<file path="config.mk">
export PLATFORM = sky130hd
export DESIGN_NAME = acs_top
export DESIGN_NICKNAME = d
export VERILOG_FILES = /design/src/hw/acs_pkg.sv /design/src/hw/acs_sar.sv /design/src/hw/acs_top.sv
export SDC_FILE = /design/constraint.sdc
export NUM_CORES = 1
export LEC_CHECK = 0
export ABC_AREA = 1
export BUFFER_PORTS_ARGS = -buffer_cell sky130_fd_sc_hd__buf_2
export CORE_AREA = 2 2 145 147
export DETAILED_ROUTE_END_ITERATION = 10
export DIE_AREA = 0 0 147 149
export PLACE_DENSITY_LB_ADDON = 0.12
export SYNTH_ARGS = -nofsm -noshare
export SYNTH_HDL_FRONTEND = slang
export SYNTH_HIERARCHICAL = 1
export SYNTH_SLANG_ARGS = --single-unit
</file>
<file path="constraint.sdc">
create_clock -name clk -period 2.4 [get_ports clk]
set_clock_uncertainty 0.05 [all_clocks]
set_input_delay 0.24 -clock clk [delete_from_list [all_inputs] [get_ports clk]]
set_output_delay 0.24 -clock clk [all_outputs]
set_load 0.01 [all_outputs]
</file>
<file path="src/hw/acs_pkg.sv">
// constants shared by the converter interface block
package acs_pkg;
  // register byte addresses on the memory-mapped bus
  localparam logic [31:0] ACS_ADDR_POS   = 32'hFFFF0504;
  localparam logic [31:0] ACS_ADDR_NEG   = 32'hFFFF0508;
  localparam logic [31:0] ACS_ADDR_STA   = 32'hFFFF050C;
  localparam logic [31:0] ACS_ADDR_DAT   = 32'hFFFF0510;
  localparam logic [31:0] ACS_ADDR_RST   = 32'hFFFF0514;
  localparam logic [31:0] ACS_ADDR_GAIN  = 32'hFFFF0530;
  localparam logic [31:0] ACS_ADDR_OFS   = 32'hFFFF0534;
  // values after reset
  localparam logic [7:0]  ACS_POS_RST    = 8'h00;
  localparam logic [7:0]  ACS_NEG_RST    = 8'h01;
  localparam logic [7:0]  ACS_IRST_RST   = 8'h00;
  localparam logic [31:0] ACS_DAT_RST    = 32'h00000000;
  // field positions
  localparam int          ACS_READY_BIT  = 0;
  localparam int          ACS_BUSYEN_BIT = 6;
  localparam int          ACS_START_BIT  = 7;
  localparam int          ACS_MODE_LSB   = 3;
  localparam int          ACS_SEL_W      = 5;
  localparam int          ACS_RES_W      = 12;
  localparam int          ACS_CAL_W      = 10;
  // index of the first trial bit; conversion takes one clock more than this
  localparam logic [3:0]  ACS_LAST_BIT   = 4'hB;
  // input modes
  localparam logic [1:0]  ACS_MODE_SE    = 2'h0;
  localparam logic [1:0]  ACS_MODE_DIFF  = 2'h1;
  localparam logic [1:0]  ACS_MODE_PSD   = 2'h2;
  // selector output codes
  localparam logic [4:0]  ACS_SRC_NONE   = 5'h1F;
  localparam logic [4:0]  ACS_SRC_AGND   = 5'h11;
  // sequencer states, one-hot
  typedef enum logic [2:0]
  {
    ACS_IDLE = 3'h1,
    ACS_ACQ  = 3'h2,
    ACS_CONV = 3'h4
  } acs_state_t;
endpackage

</file>
<file path="src/hw/acs_sar.sv">
// successive-approximation sequencer, one result bit per clock
module acs_sar
  import acs_pkg::*;
#(
  parameter int RES_W = 12
)
(
  input  wire logic             clk,
  input  wire logic             reset_n,
  input  wire logic             clear,
  input  wire logic             start,
  input  wire logic             cmp_high,
  output logic                  sampling,
  output logic                  busy,
  output logic                  done,
  output logic [RES_W-1:0]      trial,
  output logic [RES_W-1:0]      code
);
  typedef struct packed
  {
    acs_state_t       st;
    logic [3:0]       idx;
    logic [RES_W-1:0] sar;
    logic [RES_W-1:0] res;
    logic             done;
  } acs_sar_st_t;

  acs_sar_st_t s_r;
  acs_sar_st_t s_nxt;

  // start ends acquisition; then msb-first trial bits down to bit 0
  always_comb
  begin
    s_nxt      = s_r;
    s_nxt.done = 1'b0;
    case (s_r.st)
      ACS_IDLE:
      begin
        if (start)
        begin
          s_nxt.st  = ACS_CONV;
          s_nxt.idx = ACS_LAST_BIT;
          s_nxt.sar = {1'b1, {(RES_W-1){1'b0}}};
        end
      end
      ACS_CONV:
      begin
        // keep the trial bit only when the comparator says input is above
        if (!cmp_high)
          s_nxt.sar[s_r.idx] = 1'b0;
        if (s_r.idx == 4'h0)
        begin
          s_nxt.st   = ACS_IDLE;
          s_nxt.res  = s_nxt.sar;
          s_nxt.done = 1'b1;
        end
        else
        begin
          s_nxt.idx = s_r.idx - 4'h1;
          s_nxt.sar[s_r.idx - 4'h1] = 1'b1;
        end
      end
      default:
        s_nxt.st = ACS_IDLE;
    endcase
    if (clear)
    begin
      s_nxt.st   = ACS_IDLE;
      s_nxt.done = 1'b0;
    end
  end

  always_ff @(posedge clk or negedge reset_n)
  begin
    if (!reset_n)
    begin
      s_r.st   <= ACS_IDLE;
      s_r.idx  <= 4'h0;
      s_r.sar  <= '0;
      s_r.res  <= '0;
      s_r.done <= 1'b0;
    end
    else
      s_r <= s_nxt;
  end

  assign sampling = (s_r.st != ACS_CONV);
  assign busy     = (s_r.st == ACS_CONV);
  assign done     = s_r.done;
  assign trial    = s_r.sar;
  assign code     = s_r.res;

  // run length read back from done: busy twelve edges ago, idle before
  property p_sar_len;
    @(posedge clk) disable iff (!reset_n)
    done |-> $past(busy, 12) && !$past(busy, 13);
  endproperty
  a_sar_len: assert property (p_sar_len)
    else $error("conversion did not take twelve clocks");

  property p_busy_drop;
    @(posedge clk) disable iff (!reset_n)
    done |-> !busy && $past(busy);
  endproperty
  a_busy_drop: assert property (p_busy_drop)
    else $error("busy not dropped at completion");
endmodule

</file>
<file path="src/hw/acs_top.sv">
// converter register interface, input routing and busy pin
module acs_top
  import acs_pkg::*;
#(
  parameter logic [9:0] GAIN_FACTORY = 10'h200,
  parameter logic [9:0] OFS_FACTORY  = 10'h200
)
(
  input  wire logic        clk,
  input  wire logic        reset_n,
  input  wire logic [31:0] bus_addr,
  input  wire logic        bus_wr,
  input  wire logic        bus_rd,
  input  wire logic [31:0] bus_wdata,
  output logic [31:0]      bus_rdata,
  input  wire logic [15:0] converter_control,
  input  wire logic        conv_trigger,
  input  wire logic        comparator_high,
  input  wire logic        port0_line0_gpio,
  output logic             port0_line0,
  output logic             converter_busy_output,
  output logic             conversion_irq,
  output logic [4:0]       pos_route,
  output logic [4:0]       neg_route,
  output logic             sample_switch_closed,
  output logic [11:0]      dac_trial
);
  typedef struct packed
  {
    logic [7:0]  pos;
    logic [7:0]  neg;
    logic [7:0]  irst;
    logic [9:0]  gain;
    logic [9:0]  ofs;
    logic        ready;
    logic [31:0] dat;
    logic [31:0] rdata;
  } acs_top_st_t;

  acs_top_st_t s_r;
  acs_top_st_t s_nxt;

  logic        sar_busy;
  logic        sar_done;
  logic        sar_samp;
  logic [11:0] sar_code;
  logic        start_req;
  logic [1:0]  mode;
  logic        soft_clear;

  // classify positive selector: 1 when the code names a real source
  function automatic logic pos_valid(input logic [4:0] c);
    pos_valid = (c <= 5'h0A) || (c == 5'h0C) || (c == 5'h0E) ||
                (c == 5'h0F) || ((c >= 5'h10) && (c <= 5'h13));
  endfunction

  function automatic logic neg_valid(input logic [4:0] c);
    neg_valid = (c <= 5'h0A) || (c == 5'h0C) ||
                ((c >= 5'h0F) && (c <= 5'h12));
  endfunction

  // saturating add of signed offset correction to the raw code
  function automatic logic [11:0] correct(input logic [11:0] raw,
                                          input logic [9:0]  ofs);
    logic signed [13:0] sum;
    sum = $signed({2'b00, raw}) + $signed({{4{ofs[9]}}, ofs});
    if (sum < 0)
      correct = 12'h000;
    else if (sum > 14'sh0FFF)
      correct = 12'hFFF;
    else
      correct = sum[11:0];
  endfunction

  assign mode       = converter_control[ACS_MODE_LSB +: 2];
  assign start_req  = conv_trigger && converter_control[ACS_START_BIT];
  assign soft_clear = bus_wr && (bus_addr == ACS_ADDR_RST);

  acs_sar #(.RES_W(ACS_RES_W)) u_sar
  (
    .clk      (clk),
    .reset_n  (reset_n),
    .clear    (soft_clear),
    .start    (start_req),
    .cmp_high (comparator_high),
    .sampling (sar_samp),
    .busy     (sar_busy),
    .done     (sar_done),
    .trial    (dac_trial),
    .code     (sar_code)
  );

  // register writes, flag update and read data
  always_comb
  begin
    s_nxt = s_r;
    if (bus_wr)
    begin
      case (bus_addr)
        ACS_ADDR_POS:  s_nxt.pos  = bus_wdata[7:0];
        ACS_ADDR_NEG:  s_nxt.neg  = bus_wdata[7:0];
        ACS_ADDR_GAIN: s_nxt.gain = bus_wdata[9:0];
        ACS_ADDR_OFS:  s_nxt.ofs  = bus_wdata[9:0];
        default:       s_nxt.irst = s_r.irst;
      endcase
    end
    // reading the result acknowledges; a finishing conversion wins
    if (bus_rd && (bus_addr == ACS_ADDR_DAT))
      s_nxt.ready = 1'b0;
    if (sar_done)
    begin
      s_nxt.ready = 1'b1;
      s_nxt.dat   = {20'h00000, correct(sar_code, s_r.ofs)};
    end
    // interface reset: written data deliberately unused
    if (soft_clear)
    begin
      s_nxt.pos   = ACS_POS_RST;
      s_nxt.neg   = ACS_NEG_RST;
      s_nxt.irst  = ACS_IRST_RST;
      s_nxt.gain  = GAIN_FACTORY;
      s_nxt.ofs   = OFS_FACTORY;
      s_nxt.ready = 1'b0;
      s_nxt.dat   = ACS_DAT_RST;
    end
    // read data registered, so it appears one cycle after the strobe
    case (bus_addr)
      ACS_ADDR_POS:  s_nxt.rdata = {24'h000000, s_r.pos};
      ACS_ADDR_NEG:  s_nxt.rdata = {24'h000000, s_r.neg};
      ACS_ADDR_STA:  s_nxt.rdata = {31'h00000000, s_r.ready};
      ACS_ADDR_DAT:  s_nxt.rdata = s_r.dat;
      ACS_ADDR_RST:  s_nxt.rdata = {24'h000000, s_r.irst};
      ACS_ADDR_GAIN: s_nxt.rdata = {22'h000000, s_r.gain};
      ACS_ADDR_OFS:  s_nxt.rdata = {22'h000000, s_r.ofs};
      default:       s_nxt.rdata = 32'h00000000;
    endcase
    if (!bus_rd)
      s_nxt.rdata = 32'h00000000;
  end

  // factory calibration taken as constants at reset
  always_ff @(posedge clk or negedge reset_n)
  begin
    if (!reset_n)
    begin
      s_r.pos   <= ACS_POS_RST;
      s_r.neg   <= ACS_NEG_RST;
      s_r.irst  <= ACS_IRST_RST;
      s_r.gain  <= GAIN_FACTORY;
      s_r.ofs   <= OFS_FACTORY;
      s_r.ready <= 1'b0;
      s_r.dat   <= ACS_DAT_RST;
      s_r.rdata <= 32'h00000000;
    end
    else
      s_r <= s_nxt;
  end

  // input routing; disconnected while converting, reserved codes open
  always_comb
  begin
    pos_route = ACS_SRC_NONE;
    neg_route = ACS_SRC_NONE;
    if (sar_samp)
    begin
      if (pos_valid(s_r.pos[4:0]))
        pos_route = s_r.pos[4:0];
      case (mode)
        ACS_MODE_SE:   neg_route = ACS_SRC_AGND;
        ACS_MODE_DIFF,
        ACS_MODE_PSD:
        begin
          if (neg_valid(s_r.neg[4:0]))
            neg_route = s_r.neg[4:0];
        end
        default:       neg_route = ACS_SRC_NONE;
      endcase
    end
  end

  assign sample_switch_closed  = sar_samp;
  assign converter_busy_output = sar_busy;
  // pin is shared: normal function unless busy enable set
  assign port0_line0 = converter_control[ACS_BUSYEN_BIT] ?
                       sar_busy : port0_line0_gpio;
  assign conversion_irq = s_r.ready;
  assign bus_rdata      = s_r.rdata;

  property p_ready_set;
    @(posedge clk) disable iff (!reset_n)
    (sar_done && !soft_clear) |=> s_r.ready && s_r.dat[31:12] == 20'h0;
  endproperty
  a_ready_set: assert property (p_ready_set)
    else $error("ready not set after conversion");

  property p_rd_clear;
    @(posedge clk) disable iff (!reset_n)
    (bus_rd && bus_addr == ACS_ADDR_DAT && !sar_done) |=> !s_r.ready;
  endproperty
  a_rd_clear: assert property (p_rd_clear)
    else $error("result read did not clear ready");

  property p_soft_rst;
    @(posedge clk) disable iff (!reset_n)
    soft_clear |=> s_r.pos == ACS_POS_RST && s_r.neg == ACS_NEG_RST
                   && !s_r.ready && s_r.dat == ACS_DAT_RST;
  endproperty
  a_soft_rst: assert property (p_soft_rst)
    else $error("interface reset did not restore defaults");

  property p_pin;
    @(posedge clk) disable iff (!reset_n)
    converter_control[ACS_BUSYEN_BIT] |-> port0_line0 == converter_busy_output;
  endproperty
  a_pin: assert property (p_pin)
    else $error("busy not on port pin when enabled");

  property p_iso;
    @(posedge clk) disable iff (!reset_n)
    converter_busy_output |-> pos_route == ACS_SRC_NONE
                              && neg_route == ACS_SRC_NONE;
  endproperty
  a_iso: assert property (p_iso)
    else $error("inputs connected during conversion");

  property p_se;
    @(posedge clk) disable iff (!reset_n)
    (sar_samp && mode == ACS_MODE_SE) |-> neg_route == ACS_SRC_AGND;
  endproperty
  a_se: assert property (p_se)
    else $error("single-ended negative not grounded");

  property p_pos_rsv;
    @(posedge clk) disable iff (!reset_n)
    (s_r.pos[4:0] == 5'h0B || s_r.pos[4:0] == 5'h0D ||
     s_r.pos[4:0] > 5'h13)
      |-> pos_route == ACS_SRC_NONE;
  endproperty
  a_pos_rsv: assert property (p_pos_rsv)
    else $error("reserved positive code routed");

  property p_neg_rsv;
    @(posedge clk) disable iff (!reset_n)
    // single-ended mode grounds the negative side whatever the code
    (mode != ACS_MODE_SE) &&
    (s_r.neg[4:0] == 5'h0B || s_r.neg[4:0] == 5'h0D ||
     s_r.neg[4:0] == 5'h0E || s_r.neg[4:0] >= 5'h13)
      |-> neg_route == ACS_SRC_NONE;
  endproperty
  a_neg_rsv: assert property (p_neg_rsv)
    else $error("reserved negative code routed");

  property p_soft_cal;
    @(posedge clk) disable iff (!reset_n)
    soft_clear |=> s_r.gain == GAIN_FACTORY && s_r.ofs == OFS_FACTORY
                   && s_r.irst == ACS_IRST_RST;
  endproperty
  a_soft_cal: assert property (p_soft_cal)
    else $error("interface reset left calibration changed");

  property p_gain_wr;
    @(posedge clk) disable iff (!reset_n)
    (bus_wr && bus_addr == ACS_ADDR_GAIN)
      |=> {22'h000000, s_r.gain} == ($past(bus_wdata) & 32'h000003FF);
  endproperty
  a_gain_wr: assert property (p_gain_wr)
    else $error("gain write not stored");

  property p_ofs_wr;
    @(posedge clk) disable iff (!reset_n)
    (bus_wr && bus_addr == ACS_ADDR_OFS)
      |=> {22'h000000, s_r.ofs} == ($past(bus_wdata) & 32'h000003FF);
  endproperty
  a_ofs_wr: assert property (p_ofs_wr)
    else $error("offset write not stored");

  // status is read-only; only conversions, result reads and the interface reset move it
  property p_sta_ro;
    @(posedge clk) disable iff (!reset_n)
    (bus_wr && bus_addr == ACS_ADDR_STA && !sar_done)
      |=> $stable(s_r.ready);
  endproperty
  a_sta_ro: assert property (p_sta_ro)
    else $error("status changed by a write");

  property p_dat_ro;
    @(posedge clk) disable iff (!reset_n)
    (bus_wr && bus_addr == ACS_ADDR_DAT && !sar_done)
      |=> $stable(s_r.dat);
  endproperty
  a_dat_ro: assert property (p_dat_ro)
    else $error("result changed by a write");

  property p_sta_rd;
    @(posedge clk) disable iff (!reset_n)
    (bus_rd && bus_addr == ACS_ADDR_STA)
      |=> bus_rdata == {31'h00000000, $past(s_r.ready)};
  endproperty
  a_sta_rd: assert property (p_sta_rd)
    else $error("status read returned wrong word");

  property p_dat_rd;
    @(posedge clk) disable iff (!reset_n)
    (bus_rd && bus_addr == ACS_ADDR_DAT) |=> bus_rdata == $past(s_r.dat);
  endproperty
  a_dat_rd: assert property (p_dat_rd)
    else $error("result read returned wrong word");

  property p_irq_rise;
    @(posedge clk) disable iff (!reset_n)
    $rose(conversion_irq) |-> $past(sar_done);
  endproperty
  a_irq_rise: assert property (p_irq_rise)
    else $error("interrupt raised without a finished conversion");

  // a start is taken only when enabled, idle and not being reset
  property p_go;
    @(posedge clk) disable iff (!reset_n)
    (conv_trigger && converter_control[ACS_START_BIT]
     && !converter_busy_output && !soft_clear) |=> converter_busy_output;
  endproperty
  a_go: assert property (p_go)
    else $error("enabled start not taken");

  property p_no_go;
    @(posedge clk) disable iff (!reset_n)
    (!converter_control[ACS_START_BIT] && !converter_busy_output)
      |=> !converter_busy_output;
  endproperty
  a_no_go: assert property (p_no_go)
    else $error("conversion began without start enable");

  property p_mode3;
    @(posedge clk) disable iff (!reset_n)
    (sar_samp && mode == 2'h3) |-> neg_route == ACS_SRC_NONE;
  endproperty
  a_mode3: assert property (p_mode3)
    else $error("reserved mode connected the negative input");
endmodule

</file>
==> impl_metrics.env, run 1 <==
export IMPL_ys_types=42
export IMPL_fin_cells=1146
export IMPL_via_count=5030
export IMPL_antenna_found_initial=0
export IMPL_p_leak_uw=0.00361
export IMPL_fin_setup_tns_ps=0
export IMPL_reg2reg_depth=12
export IMPL_synth_top_area_cell="dfrtp_1"
export IMPL_routedWlPerCell_um=13.5
export IMPL_nets=969
export IMPL_antennaDiodeCount=0
export IMPL_hold_violations=0
export IMPL_synthFlopType="dfrtp_1"
export IMPL_yosys_register_bits=93
export IMPL_area_growth_pct=13.7
export IMPL_synth_warnings=6
export IMPL_gr_total_overflow=0
export IMPL_cp_data_required_time_ps=2630
export IMPL_reg2reg_to="s_r[38]"
export IMPL_detail_route_antenna_nets=0
export IMPL_clkSinkCount=93
export IMPL_period_share_pct=90.7
export IMPL_yosysSeqAreaShare_pct=39.1
export IMPL_hp_class="in -> reg"
export IMPL_cp_startpoint="s_r[74]"
export IMPL_seqCellArea_um2=2330
export IMPL_synth_nets=905
export IMPL_cts_clk_slew_worst_paths_ps=70
export IMPL_path_max_fanout=8
export IMPL_reg2reg_from="s_r[74]"
export IMPL_pre_cts_ws_ps=246
export IMPL_cts_buffers=9
export IMPL_outcome="finished clean"
export IMPL_fp_dieArea_um2=21900
export IMPL_pin_count=145
export IMPL_viasPerCell=4.39
export IMPL_final_layout_size_suffix_gt1_share_pct=24.0
export IMPL_clockRootBuffer="clkbuf_16"
export IMPL_power_density_nw_per_um2=541
export IMPL_worstSkewPairLatency_ps=340
export IMPL_final_setup_viol_count=0
export IMPL_cts_buffer_depth=2
export IMPL_drc_errors=0
export IMPL_grt_usage_pct=14.7
export IMPL_yosysMostFrequentCell="nand2_1"
export IMPL_min_period_ps=2180
export IMPL_numPortBuffers=110
export IMPL_vdd_ir_drop_max_mv=0.308
export IMPL_synth_edf_count=0
export IMPL_grt_max_degree=37
export IMPL_cp_cell_sequence="ha_1 -> nand2_1 -> nand2_1 -> nand2_1 -> nand2_1 -> a21oi_1 -> nand3_1 -> and2_1 -> nor2_2 -> buf_4 -> nand2_1 -> nand2_1"
export IMPL_grt_pass1_vias=4720
export IMPL_hpwl_um=12100
export IMPL_drt_iter0_drc=241
export IMPL_ff2ff_setup_slack_ps=220
export IMPL_worst_path_largest_cell_delay_ps=620
export IMPL_max_slew_margin_rel_pct=58.2
export IMPL_ys_async_sr_fraction_pct=100
export IMPL_initial_utilization_pct=29.1
export IMPL_worst_pin_slew_ps=624
export IMPL_place_gp_congestion=0.826
export IMPL_multi_input_area_um2=2840
export IMPL_synth_area_leaders="dfrtp_1 37%, nand2_1 18%, buf_4 7.3%, inv_1 3.8%, nand3_1 3.7%"
export IMPL_syn_inst=802
export IMPL_path_common_cell="nand2_1"
export IMPL_slew_viol_final=0
export IMPL_max_freq_mhz=459
export IMPL_grt_pass1_wl_um=25300
export IMPL_drt_total_wl_um=15500
export IMPL_max_cap_violations=0
export IMPL_worstPathArrival_ps=2410
export IMPL_avgSynthCellArea_um2=7.45
export IMPL_fin_hold_ws_ps=137
export IMPL_die_y_um=149
export IMPL_hold_start="bus_wr"
export IMPL_num_rows=53
export IMPL_end_kind="flip-flop"
export IMPL_cts_tree="yes"
export IMPL_setup_ws_ps=224
export IMPL_cp_slowest_cell="dfstp_2"
export IMPL_core_area_um2=20600
export IMPL_ys_top_cells_by_count="280 x nand2_1, 89 x dfrtp_1, 61 x inv_1, 58 x buf_4, 49 x nor2_1"
export IMPL_worst_setup_path_type="reg -> reg"
export IMPL_nFillCells=2285
export IMPL_holdPathStages=3
export IMPL_rsz0062_at_grt="false"
export IMPL_holdPathEnd="s_r[93]"
export IMPL_syn_area_um2=5970
export IMPL_yosysTopAreaCellShare_pct=37.3
export IMPL_fin_util_pct=33.0
export IMPL_die_x_um=147
export IMPL_drt_pass1_iter_count=4
export IMPL_post_cts_buffers=0
export IMPL_htree_levels=3
export IMPL_dp_cells=1129
export IMPL_critPathLaunchType="flip-flop"
## worst max path at each step
stage / depth (start not counted) / end / slack, ps
2_1_floorplan: 13 / s_r[32] / 340
3_3_place_gp: 12 / s_r[38] / 250
3_5_place_dp: 12 / s_r[38] / 250
4_1_cts: 6 / pos_route[4] / 30
5_1_grt: 12 / s_r[35] / 50
6_report: 12 / s_r[38] / 220
## area by class of cell
type / count / share of cell area, %
well taps: 275 / 5.07
flip-flops and latches: 93 / 34.3
inverters: 67 / 3.70
clock buffers: 13 / 3.83
clock inverters: 3 / 0.645
repair buffers: 130 / 10.6
multi-input cells: 565 / 41.8
## power by group
group          switching (µW)  total [µW]  internal, µW
sequential               55.2        1670          1620
combinational             351         523           172
clock                     611        1480           866
## critical path: cells and delay by family (launching register included)
kind            cells  cell delay (ps)
flops               1              620
simple gates        9              780
compound gates      1              180
buf+inv             1              170
fa+ha+maj           1              300
## per-layer routing
metal	vias to the layer above	wire, µm	track usage, %
met1	2236	7560	20.0
met2	126	6970	23.8
met3	11	750	3.33
met4	0	221	3.37
li1	2657	-	-
met5	-	0	0
## through the flow
| step | total power, µW | instance area, µm² |
|---|---|---|
| 2_1_floorplan | 2050 | 5970 |
| 3_3_place_gp | 2240 | 6470 |
| 3_5_place_dp | 2240 | 6470 |
| 4_1_cts | 3740 | 6780 |
| 5_1_grt | 3880 | 6790 |
| 6_report | 3670 | 6790 |
## cell families after synthesis
| family | Yosys count | share of synthesized area [%] |
|---|---|---|
| buf+inv | 144 | 13.5 |
| simple gates | 458 | 34.6 |
| flops | 93 | 39.1 |
| mux | 1 | 0.189 |
| other cells | 1 | 0.0628 |
| xor+xnor | 9 | 1.32 |
| fa+ha+maj | 16 | 3.48 |
| compound gates | 80 | 7.81 |
## flip-flops by register name, summed over array words and instances (netlist names)
register,flops
s_r,48
bus_rdata,13
conversion_irq,1
u_sar/trial,12
u_sar/s_r,6
u_sar/done,1
u_sar/code,12
## repair_timing
| item | 4_1_cts | 5_1_grt |
|---|---|---|
| hold buffers | 1 | 0 |
| hold endpoints to repair | 21 | 0 |
| resized for setup | 0 | 1 |
| endpoints found under the setup margin | 0 | 5 |
## cell usage in the layout (no fill, tap or decap), drive strengths merged, types with 2 or more instances in the layout
cell / synthesis / layout
a21oi: 13 / 13
and2: 3 / 3
buf: 76 / 129
clkbuf: 1 / 13
clkinv: 0 / 2
dfrtp: 89 / 89
dfstp: 4 / 4
ha: 15 / 15
inv: 67 / 67
nand2: 289 / 289
nand3: 45 / 45
nand3b: 4 / 4
nand4: 32 / 32
nor2: 75 / 75
nor3: 8 / 8
o21ai: 62 / 62
xnor2: 4 / 4
xor2: 5 / 5
Note: power is estimated with default switching activity, not from simulation.
==> run 2, diff against run 1 <==
==> constraint.sdc (replaced) <==
create_clock -name clk -period 2.4 [get_ports clk]
set_clock_uncertainty 0.05 [all_clocks]
set_input_delay 0.48 -clock clk [delete_from_list [all_inputs] [get_ports clk]]
set_output_delay 0.48 -clock clk [all_outputs]
set_load 0.01 [all_outputs]
==> impl_metrics.env, run 2 (synthesis results as in run 1) <==
export IMPL_pre_cts_ws_ps=203
export IMPL_hold_violations=0
export IMPL_num_rows=53
export IMPL_worstSkewPairLatency_ps=340
export IMPL_end_kind="output pin"
export IMPL_worst_setup_path_type="reg -> out"
export IMPL_drt_iter0_drc=276
export IMPL_final_cell_mix="280 x nand2_1, 109 x buf_2, 89 x dfrtp_1, 61 x inv_1, 49 x nor2_1"
export IMPL_fin_setup_tns_ps=0
export IMPL_drc_errors=0
export IMPL_die_y_um=149
export IMPL_gr_total_overflow=0
export IMPL_via_count=5001
export IMPL_power_frac_comb_pct=14.2
export IMPL_numPortBuffers=110
export IMPL_antennaDiodeCount=0
export IMPL_largest_register="s_r"
export IMPL_p_total_uw=3690
export IMPL_critPathTopFamily="flip-flops"
export IMPL_cts_tree="yes"
export IMPL_cts_buffer_depth=2
export IMPL_worstPathArrival_ps=1710
export IMPL_pin_count=145
export IMPL_worst_pin_slew_ps=573
export IMPL_path_max_fanout=5
export IMPL_pwr_share_seq_pct=45.4
export IMPL_rsz0062_at_grt="false"
export IMPL_cts_clk_slew_worst_paths_ps=60
export IMPL_path_buf_inv=3
export IMPL_worst_path_largest_cell_delay_ps=560
export IMPL_fin_hold_ws_ps=51.8
export IMPL_detail_route_antenna_nets=0
export IMPL_antenna_found_initial=0
export IMPL_cp_cell_sequence="nor2_4 -> inv_2 -> inv_1 -> a311oi_4 -> nand2_1 -> buf_2"
export IMPL_max_slew_margin_rel_pct=61.7
export IMPL_power_density_nw_per_um2=542
export IMPL_layout_commonest_cell="nand2_1"
export IMPL_setup_ws_ps=164
export IMPL_place_gp_congestion=0.800
export IMPL_hold_buffers=0
export IMPL_htree_levels=3
export IMPL_hpwl_um=12100
export IMPL_max_freq_mhz=447
export IMPL_p_sw_share_pct=27.3
export IMPL_nets=968
export IMPL_outcome="finished clean"
export IMPL_final_layout_size_suffix_gt1_share_pct=24.3
export IMPL_critPathLaunchType="flip-flop"
export IMPL_clockPowerShare_pct=40.5
export IMPL_viasPerCell=4.37
export IMPL_period_share_pct=93.2
export IMPL_cp_data_required_time_ps=1870
export IMPL_fp_dieArea_um2=21900
export IMPL_drt_pass1_iter_count=4
export IMPL_largest_reg_flops=48
export IMPL_vdd_ir_drop_max_mv=0.330
export IMPL_grt_pass1_wl_um=26000
export IMPL_routedWlPerCell_um=13.5
export IMPL_clockRootBuffer="clkbuf_16"
export IMPL_cp_slowest_cell="dfstp_2"
export IMPL_max_cap_violations=0
export IMPL_die_x_um=147
export IMPL_clkSinkCount=93
export IMPL_p_leak_uw=0.00362
export IMPL_power_switching_uw=1010
export IMPL_final_setup_viol_count=0
export IMPL_nFillCells=2290
export IMPL_min_period_ps=2240
export IMPL_p_int_uw=2680
export IMPL_finalInstanceArea_um2=6810
export IMPL_cts_buffers=9
export IMPL_placed_area_um2=6470
export IMPL_hp_class="in -> async"
export IMPL_core_area_um2=20600
export IMPL_drt_total_wl_um=15500
export IMPL_post_cts_buffers=0
export IMPL_grt_pass1_vias=4891
export IMPL_area_growth_pct=14.0
export IMPL_initial_utilization_pct=29.1
export IMPL_grt_usage_pct=15.0
export IMPL_grt_max_degree=44
export IMPL_slew_viol_final=0
run 2: cell types whose count changed in the layout (fill, tap and decap cells not counted):
cell           previous run  this run
clkinv_4                  1         0
clkbuf_1                  2         1
dlygate4sd3_1             1         0
a22oi_1                   1         0
clkbuf_8                  2         3
a22oi_2                   0         1
a311oi_4                  0         1
a311oi_2                  1         0
clkinvlp_4                0         1
run 2: path summary, 6_finish.rpt:
path,start,to,slack (ps),cells after the start
min in group clk,bus_wr,s_r[93],360,3
setup / recovery,u_sar/s_r[29],pos_route[0],160,6
max in group asynchronous,reset_n,s_r[93],1590,2
setup reg to reg,s_r[74],s_r[36],250,12
hold / removal,reset_n,s_r[94],50,1
hold reg to reg,s_r[84],s_r[84],430,2
run 2: layout make-up:
cell class | instances | area [µm²] | area share, %
inverter | 67 | 251 | 3.70
tap | 275 | 344 | 5.06
clock buffer | 13 | 270 | 3.97
timing repair buffer | 129 | 708 | 10.4
multi-input combinational | 565 | 2860 | 42.0
clock inverter | 3 | 42.5 | 0.625
sequential | 93 | 2330 | 34.3
run 2: power by group through the flow:
stage	Combinational [µW]	Sequential, µW	Clock [µW]
2_1_floorplan	364	1690	0
3_3_place_gp	532	1700	0
3_5_place_dp	533	1700	0
4_1_cts	534	1670	1560
5_1_grt	600	1680	1620
6_report	523	1670	1490
run 2: worst reg2reg max path: stages (launching register included):
cell and delay, ps:
dfstp_2 620, ha_1 300, nand2_1 70, nand2_1 70
nand2_1 60, nand2_1 60, a21oi_1 180, nand3_1 120
and2_1 180, nor2_2 90, buf_4 160, nand2_1 70
nand2_1 50
run 2: layer usage:
layer	track usage, %	wire length (µm)
met5	0	0
met4	4.09	284
met3	3.36	750
met2	24.2	6860
met1	20.4	7580
run 2: through the flow:
stage,util [%],std cells
after global placement,31.5,1129
after detailed placement,31.5,1129
after CTS,33.0,1145
after global routing,33.1,1145
final,33.1,1145
after floorplan,-,802
run 2: what timing repair did:
action	in CTS	in global routing
gates cloned	0	0
endpoints found under the setup margin	5	7
resized for setup	1	2
pin swaps	0	1
